==> src/pkg/mocfg_pkg.sv <==
package mocfg_pkg;
   // ************************************************************
   // register map and field layout
   // ************************************************************
   localparam int unsigned MOCFG_ADDR_W = 10;                    // register address width
   localparam logic [9:0] MOCFG_OPMODE_ONE_OFFSET = 10'h002;    // operating_mode_one
   localparam logic [7:0] MOCFG_OPMODE_ONE_RESET = 8'h00;       // value after reset
   localparam logic [7:0] MOCFG_OPMODE_ONE_WMASK = 8'h0f;       // bits 7:4 reserved
   localparam logic [7:0] MOCFG_UNMAPPED_DATA = 8'h00;          // read of other offsets
   localparam int unsigned MOCFG_CHECK_BIT = 3;                  // spi_check_byte_enable
   localparam int unsigned MOCFG_POLARITY_BIT = 2;               // pulse_output_polarity
   localparam int unsigned MOCFG_CONN_LSB = 0;                   // phase_connection_select

   // ************************************************************
   // connection encodings
   // ************************************************************
   localparam logic [1:0] MOCFG_CONN_OWN = 2'h0;        // each phase own voltage
   localparam logic [1:0] MOCFG_CONN_NEG_C = 2'h1;      // b uses -vc
   localparam logic [1:0] MOCFG_CONN_NEG_AC = 2'h2;     // b uses -va-vc
   localparam logic [1:0] MOCFG_CONN_A_MINUS_C = 2'h3;  // b uses va-vc

   // ************************************************************
   // datapath widths and pulse generator
   // ************************************************************
   localparam int unsigned MOCFG_SAMPLE_W = 16;  // current and voltage samples
   localparam int unsigned MOCFG_VOLT_W = 17;    // phase b voltage after sum
   localparam int unsigned MOCFG_POWER_W = 33;   // signed product width
   localparam int unsigned MOCFG_PULSE_N = 2;    // number of pulse outputs
   localparam int unsigned MOCFG_WIDTH_W = 16;   // pulse width in clock cycles
   localparam logic [15:0] MOCFG_WIDTH_ZERO = 16'h0000;  // idle count

   // one set of phase samples
   typedef struct packed {
      logic signed [15:0] ia;
      logic signed [15:0] ib;
      logic signed [15:0] ic;
      logic signed [15:0] va;
      logic signed [15:0] vb;
      logic signed [15:0] vc;
   } mocfg_sample_type;

   // per-phase power results
   typedef struct packed {
      logic signed [32:0] pa;
      logic signed [32:0] pb;
      logic signed [32:0] pc;
   } mocfg_power_type;
endpackage : mocfg_pkg

==> src/verilog/mocfg_opmode_one.sv <==
`timescale 1ns/10ps
module mocfg_opmode_one import mocfg_pkg::*; (
   // clock, reset, enable
   input wire logic clock,
   input wire logic srst,
   input wire logic ce,
   // register access from spi command decoder
   input wire logic reg_wr,
   input wire logic reg_rd,
   input wire logic [9:0] reg_addr,
   input wire logic [7:0] reg_wdata,
   output logic [7:0] reg_rdata,
   // spi framing control
   output logic spi_check_byte_enable,
   // pulse generators
   input wire logic [1:0] pulse_event,
   input wire logic [15:0] pulse_width,
   output logic [1:0] pulse_out,
   // measurement datapath
   input wire logic sample_valid,
   input wire mocfg_sample_type sample,
   output mocfg_power_type power,
   output logic power_valid
);

   // ************************************************************
   // declarations
   // ************************************************************
   logic [7:0] operating_mode_one;                 // the register
   logic pulse_output_polarity;                    // field view
   logic [1:0] phase_connection_select;            // field view
   logic [15:0] pulse_count [MOCFG_PULSE_N];       // remaining active cycles
   logic [15:0] next_pulse_count [MOCFG_PULSE_N];  // count after this edge
   logic signed [16:0] next_vb;                    // phase b voltage chosen

   assign pulse_output_polarity = operating_mode_one[MOCFG_POLARITY_BIT];
   assign phase_connection_select = operating_mode_one[MOCFG_CONN_LSB +: 2];

   // signed current times voltage
   function automatic logic signed [32:0] phase_product(
      input logic signed [15:0] cur,
      input logic signed [16:0] volt
   );
      phase_product = cur * volt;
   endfunction : phase_product

   // ************************************************************
   // register write
   // ************************************************************
   // reserved bits masked on write, reset clears all
   always_ff @(posedge clock) begin
      if (srst) begin
         operating_mode_one <= MOCFG_OPMODE_ONE_RESET;
      end else if (ce) begin
         if (reg_wr && reg_addr == MOCFG_OPMODE_ONE_OFFSET) begin
            operating_mode_one <= reg_wdata & MOCFG_OPMODE_ONE_WMASK;
         end
      end
   end

   // ************************************************************
   // register read
   // ************************************************************
   // read data registered one cycle after the strobe
   always_ff @(posedge clock) begin
      if (srst) begin
         reg_rdata <= MOCFG_OPMODE_ONE_RESET;
      end else if (ce && reg_rd) begin
         if (reg_addr == MOCFG_OPMODE_ONE_OFFSET) begin
            reg_rdata <= operating_mode_one;
         end else begin
            reg_rdata <= MOCFG_UNMAPPED_DATA;  // unmapped offset
         end
      end
   end

   // ************************************************************
   // spi check byte control
   // ************************************************************
   // framer appends crc to reads and expects one after writes
   always_ff @(posedge clock) begin
      if (srst) begin
         spi_check_byte_enable <= 1'b0;
      end else if (ce) begin
         spi_check_byte_enable <= operating_mode_one[MOCFG_CHECK_BIT];
      end
   end

   // ************************************************************
   // pulse generators
   // ************************************************************
   // event while idle loads width; events during a pulse are dropped
   always_comb begin
      for (int i = 0; i < MOCFG_PULSE_N; i++) begin
         if (pulse_count[i] != MOCFG_WIDTH_ZERO) begin
            next_pulse_count[i] = pulse_count[i] - 16'h0001;
         end else if (pulse_event[i]) begin
            next_pulse_count[i] = pulse_width;
         end else begin
            next_pulse_count[i] = MOCFG_WIDTH_ZERO;
         end
      end
   end

   // counters and pin levels; active level follows polarity
   always_ff @(posedge clock) begin
      if (srst) begin
         for (int i = 0; i < MOCFG_PULSE_N; i++) begin
            pulse_count[i] <= MOCFG_WIDTH_ZERO;
         end
         pulse_out <= 2'h3;  // reset polarity is active low
      end else if (ce) begin
         for (int i = 0; i < MOCFG_PULSE_N; i++) begin
            pulse_count[i] <= next_pulse_count[i];
            // active is low when clear, high when set
            pulse_out[i] <= ~((next_pulse_count[i] != MOCFG_WIDTH_ZERO)
                              ^ pulse_output_polarity);
         end
      end
   end

   // ************************************************************
   // per-phase power
   // ************************************************************
   // phase b voltage per connection select
   always_comb begin
      case (phase_connection_select)
         MOCFG_CONN_NEG_C: begin
            next_vb = -17'(sample.vc);
         end
         MOCFG_CONN_NEG_AC: begin
            next_vb = -17'(sample.va) - 17'(sample.vc);
         end
         MOCFG_CONN_A_MINUS_C: begin
            next_vb = 17'(sample.va) - 17'(sample.vc);
         end
         default: begin
            next_vb = 17'(sample.vb);
         end
      endcase
   end

   // products registered on each valid sample
   always_ff @(posedge clock) begin
      if (srst) begin
         power <= '0;
         power_valid <= 1'b0;
      end else if (ce) begin
         power_valid <= sample_valid;
         if (sample_valid) begin
            power.pa <= phase_product(sample.ia, 17'(sample.va));
            power.pb <= phase_product(sample.ib, next_vb);
            power.pc <= phase_product(sample.ic, 17'(sample.vc));
         end
      end
   end
endmodule : mocfg_opmode_one

==> config.mk <==
export PLATFORM = sky130hd
export DESIGN_NAME = mocfg_opmode_one
export DESIGN_NICKNAME = d
export VERILOG_FILES = /design/src/pkg/mocfg_pkg.sv /design/src/verilog/mocfg_opmode_one.sv
export SDC_FILE = /design/constraint.sdc
export NUM_CORES = 2
export LEC_CHECK = 0
export BUFFER_PORTS_ARGS = -buffer_cell sky130_fd_sc_hd__buf_2
export CAP_MARGIN = 10
export CORE_MARGIN = 8
export CORE_UTILIZATION = 50
export CTS_CLUSTER_SIZE = 12
export DETAILED_ROUTE_END_ITERATION = 8
export PLACE_DENSITY_LB_ADDON = 0.12
export SLEW_MARGIN = 20
export SYNTH_ARGS = -nofsm -noshare
export SYNTH_HDL_FRONTEND = slang
export SYNTH_SLANG_ARGS = --single-unit
export TNS_END_PERCENT = 50
==> constraint.sdc <==
create_clock -name clock -period 16.1 [get_ports clock]
set_input_delay 2.415 -clock clock [delete_from_list [all_inputs] [get_ports clock]]
set_output_delay 2.415 -clock clock [all_outputs]
set_load 0.03 [all_outputs]
Yosys cells after proc, flatten, opt, wreduce, memory -nomap -nowiden
Memories as Yosys holds them, arrays and structs flattened.
Index checks and enable logic that the tools add are counted.
{ "classes": {"add_sub_neg": 6, "multipliers": 3, "n_eq_ne": 4, "mux": 13, "bitwise_logic": 6, "reduce_logical": 8} }
{ "op_table": {"columns": ["operator", "n"], "rows": [
  ["$mux W16", 6],
  ["$mul A16 B16 Y32", 2],
  ["$reduce_bool A16 Y1", 4],
  ["$pmux W17 S3", 1],
  ["$neg A16 Y17", 2],
  ["$mul A16 B17 Y33", 1],
  ["$sub A16 B1 Y16 const B", 2],
  ["$sub A16 B16 Y17", 1],
  ["$sub A17 B16 Y17", 1],
  ["$eq A10 B2 Y1 const B", 1],
  ["$mux W1", 5],
  ["$eq A2 B2 Y1 const B", 2],
  ["$mux W4", 1],
  ["$reduce_and A2 Y1", 2],
  ["$eq A2 B1 Y1 const B", 1],
  ["$logic_and A1 B1 Y1", 2],
  ["$not A1 Y1", 2],
  ["$or A1 B1 Y1", 2],
  ["$xor A1 B1 Y1", 2]
]} }
{ "word_totals": {"ff_bits": 115, "ram_bits": 32, "in_bits": 138, "out_inout_bits": 111, "wordCells": 49, "mem_count": 1} }
{ "memory_table": {"columns": ["name", "depth", "width", "rd", "rd_clocked_by_memory_dff", "write_ports", "line_no", "text"], "rows": [
  ["pulse_count", 2, 16, 2, 0, 2, "mocfg_opmode_one.sv:32", "logic [15:0] pulse_count [MOCFG_PULSE_N];"]
]} }

Logic depth before layout (Yosys ltp)
An unclocked memory read counts as a cell.
{ "logic_depth": {"word_depth": 6, "depth_mapped": 37, "mapped_depth_nobuf": 36} }

Least setup slack after synthesis
Ideal clock, no wire load.
{ "synth_path": {"path_type": "input port to flip-flop", "start": "input port sample[7] in the netlist's numbering", "end": "register power[64] in the netlist's numbering", "setup_time_ns": 0.122, "arrival_time_ns": 10.638, "t_required_ns": 15.978, "setup_slack_ns": 5.340, "cell_stages": 33, "path_buffers": 3, "path_cell_list": "clkbuf_1 buf_1 inv_1 ha_1 ha_1 or3_1 o21a_1 and2_1 a21o_1 a21oi_1 xor2_1 o21ai_1 clkbuf_1 and2_1 fa_1 inv_1 fa_1 inv_1 fa_1 fa_1 fa_1 inv_1 fa_1 inv_1 ha_1 and3_1 a221oi_1 o21ai_1 a31oi_1 o21ai_1 a311oi_1 o21ai_0 a221o_1"} }
{ "synth_between": {"elab_chain_cells": 3, "elab_cells_between_ends": 5, "cone_classes": "add/sub: 3; mul: 1; mux: 1"} }
{ "synth_rtl": {"columns": ["element", "line_no", "text"], "rows": [
  ["from (decl)", "mocfg_opmode_one.sv:21", "input wire mocfg_sample_type sample,"],
  ["$sub A17 B16 Y17, or another cell as far along", "mocfg_opmode_one.sv:132", "next_vb = -17'(sample.va) - 17'(sample.vc);"],
  ["$pmux W17 S3 *", "mocfg_opmode_one.sv:127", "case (phase_connection_select)"],
  ["$mul A16 B17 Y33 *", "mocfg_opmode_one.sv:44", "phase_product = cur * volt;"],
  ["to (decl)", "mocfg_opmode_one.sv:22", "output mocfg_power_type power,"]
]} }
Mark *: on every way between the ends. The rest lies on a longest branch, timed or not.
A chain may end at the register's enable or synchronous reset.

Worst setup path in the final report
{ "layout_path": {"start": "input port sample[1] in the netlist's numbering", "end": "register power[64] in the netlist's numbering"} }
Same word-level chain as after synthesis.

==> results_dict.tcl <==
set metrics [dict create \
    status "complete, no violations" \
    grt.total_usage_pct 24.5 \
    min_delay_path_depth 2 \
    chipHeight_um 293 \
    setup_tns_ns 0 \
    crit_arrival_ns 11.95 \
    gp_congestion 0.848 \
    worstSetupPathType "input port to flop" \
    grt_pass1_vias 30800 \
    setup_violations 0 \
    r2r_slack_ns 7.61 \
    critPathCaptureType "flop" \
    dpl_cell_area_um2 40300 \
    finClkSkew_ns 0.0181 \
    synth_edf_count 32 \
    fin_crit_ns 11.56 \
    die_w_um 293 \
    grt_pass1_wl_mm 168 \
    synthCells 4347 \
    grt_max_degree 66 \
    antenna_found_initial 16 \
    regToRegStartpoint "operating_mode_one[1]$_SDFFE_PP0P_" \
    holdCritStartpoint "power[48]$_SDFFE_PP0P_" \
    ioPinCount 249 \
    ant_nets 0 \
    yosys-top-cells-area "fa_1, ha_1, inv_1" \
    dp_cells 5453 \
    final_area_um2 41000 \
    avgSynthCellArea_um2 8.84 \
    routedWlPerCell_um 18.6 \
    drv_cap 0 \
    synth_top_area_share_pct 41.8 \
    cts.sinks 141 \
    post-route-period-util_pct 71.8 \
    async_reset_ff_share_pct 0 \
    area_growth_pct 6.67 \
    postCtsSetupRepairBufs 0 \
    routed_wl_mm 102 \
    critPathMaxFanout 19 \
    cts_max_level 4 \
    crit_slowest_cell "o21a_1" \
    grt_use_met1_pct 34.1 \
    hold_viol_final 0 \
    drt_iter0_markers 1733 \
    cts-buffers-inserted 17 \
    numPortBuffers 240 \
    top_usage_layer "met2" \
    yosysTopAreaCell "fa_1" \
    dr.pass1.iters 5 \
    hp-class "flop to flop" \
    whs_endpoint "power[48]$_SDFFE_PP0P_" \
    cp-start-kind "input port" \
    synthFlopType "dfxtp_1" \
    yosysUniqueCellTypes 79 \
    cts_tree "done" \
    yosys_warnings 0 \
    vias 28900 \
    final_net_count 5682 \
    dp_hpwl_mm 81.2 \
    use_met3_pct 3.71 \
    rsz0062_at_grt "no" \
    ys_seq_area_share_pct 8.18 \
    core_region_area_um2 75900 \
    required_ns 16.49 \
    die-area_um2 86000 \
    final_common_cell "inv_1" \
    drv_slew 0 \
    crit_top_cell "fa_1" \
    cts-resized-gates 0 \
    r2r_cells 25 \
    worst_pin_slew_ns 0.942 \
    num_rows 101 \
    grtUsageMet2_pct 40.3 \
    fmax_mhz 86.5 \
    drc 0 \
    mostFrequentLayoutCells "inv_1, fa_1, nand2_1, and2_1, ha_1" \
    syn-cell-area_um2 38400 \
    cts-root-buf "clkbuf_16" \
    slew_headroom_pct 36.7 \
    fin_cells 5493 \
    cts_hold_buffers 0 \
    start_util_pct 50.6 \
    r2r_end "power[64]$_SDFFE_PP0P_" \
    cts.path.max_buffers 2 \
    clk_pin_slew_ns 0.08 \
    overflow 0 \
    clkLatencyLatePin_ns 0.52 \
    layout-drive-gt1-share_pct 7.43 \
    cpPeakStageDelay_ns 0.64 \
    viasPerCell 5.27 \
    synth.ff_latch_count 141 \
]
==> worst max-delay path, delay by kind of cell <==
kind	cells	cell delay, ns
AO/OA/AOI/OAI	13	3.76
buffers and inverters	7	0.83
adder cells (fa/ha/maj)	10	4.14
AND/OR/NAND/NOR	3	0.59
multiplexers	1	0.21
==> cell usage after synthesis (all sizes together), types with 13 or more instances <==
library cell / instances
inv: 920
fa: 802
nand2: 590
and2: 331
ha: 300
a21oi: 158
clkbuf: 156
nor2: 153
dfxtp: 109
xnor2: 107
o21ai: 71
a21o: 56
nand2b: 56
xor2: 44
nor2b: 42
nor3: 42
nand3: 40
a31oi: 33
edfxtp: 32
buf: 29
a211oi: 27
o21a: 22
nand4: 21
and3: 18
mux2i: 14
or3: 14
nor4: 13
o21bai: 13
==> cell type report <==
type	count	area (um2)
clock inverter	15	189
tap	1030	1290
antenna	8	20.0
sequential	141	3140
multi-input combinational	3104	31100
timing repair buffer	258	1340
clock buffer	17	425
fill	7274	35000
inverter	920	3450
==> cells by family after synthesis <==
kind of cell | after synthesis | synth area share, %
AOI/OAI and AO/OA | 465 | 7.76
adders and majority gates | 1102 | 51.6
muxes | 24 | 0.892
other | 1 | 0.00976
and+or+nand+nor | 1358 | 17.2
DFF | 141 | 8.18
xor gates and xnor gates | 151 | 3.44
buffers and inverters | 1105 | 10.9
==> how the worst max path moves through the flow <==
stage,startpoint,end,slack [ns],depth (start not counted)
floorplan,sample[7],power[64]$_SDFFE_PP0P_,5.34,33
global placement,sample[1],power[64]$_SDFFE_PP0P_,4.06,34
detailed placement,sample[1],power[64]$_SDFFE_PP0P_,3.96,34
CTS,sample[1],power[64]$_SDFFE_PP0P_,4.51,34
global route,sample[1],power[64]$_SDFFE_PP0P_,4.00,34
finish,sample[1],power[64]$_SDFFE_PP0P_,4.54,34
==> layer usage <==
layer	share of wire, %	vias to the layer above	routed length, um
li1	-	13500	-
met4	2.0	8	2010
met2	47	709	47800
met3	5.6	120	5710
met1	46	14600	46500
met5	0.048	-	49
==> state kept, by name (all words and copies together), names as in the netlist <==
signal                 cells
operating_mode_one         4
spi_check_byte_enable      1
pulse_out                  2
reg_rdata                  4
power                     97
pulse_count               32
power_valid                1
==> per-stage QoR <==
step,hold slack (ns),setup WS (ns),util (%)
2_1_floorplan,0.463,5.34,-
3_3_place_gp,0.437,4.06,53.1
3_5_place_dp,0.440,3.96,53.1
4_1_cts,0.451,4.51,53.9
5_1_grt,0.460,4.00,53.9
6_report,0.447,4.54,54.0
Power is left out: the tool's default activity adds up to more than one toggle a clock period on the data nets, which glitch-free logic cannot reach.
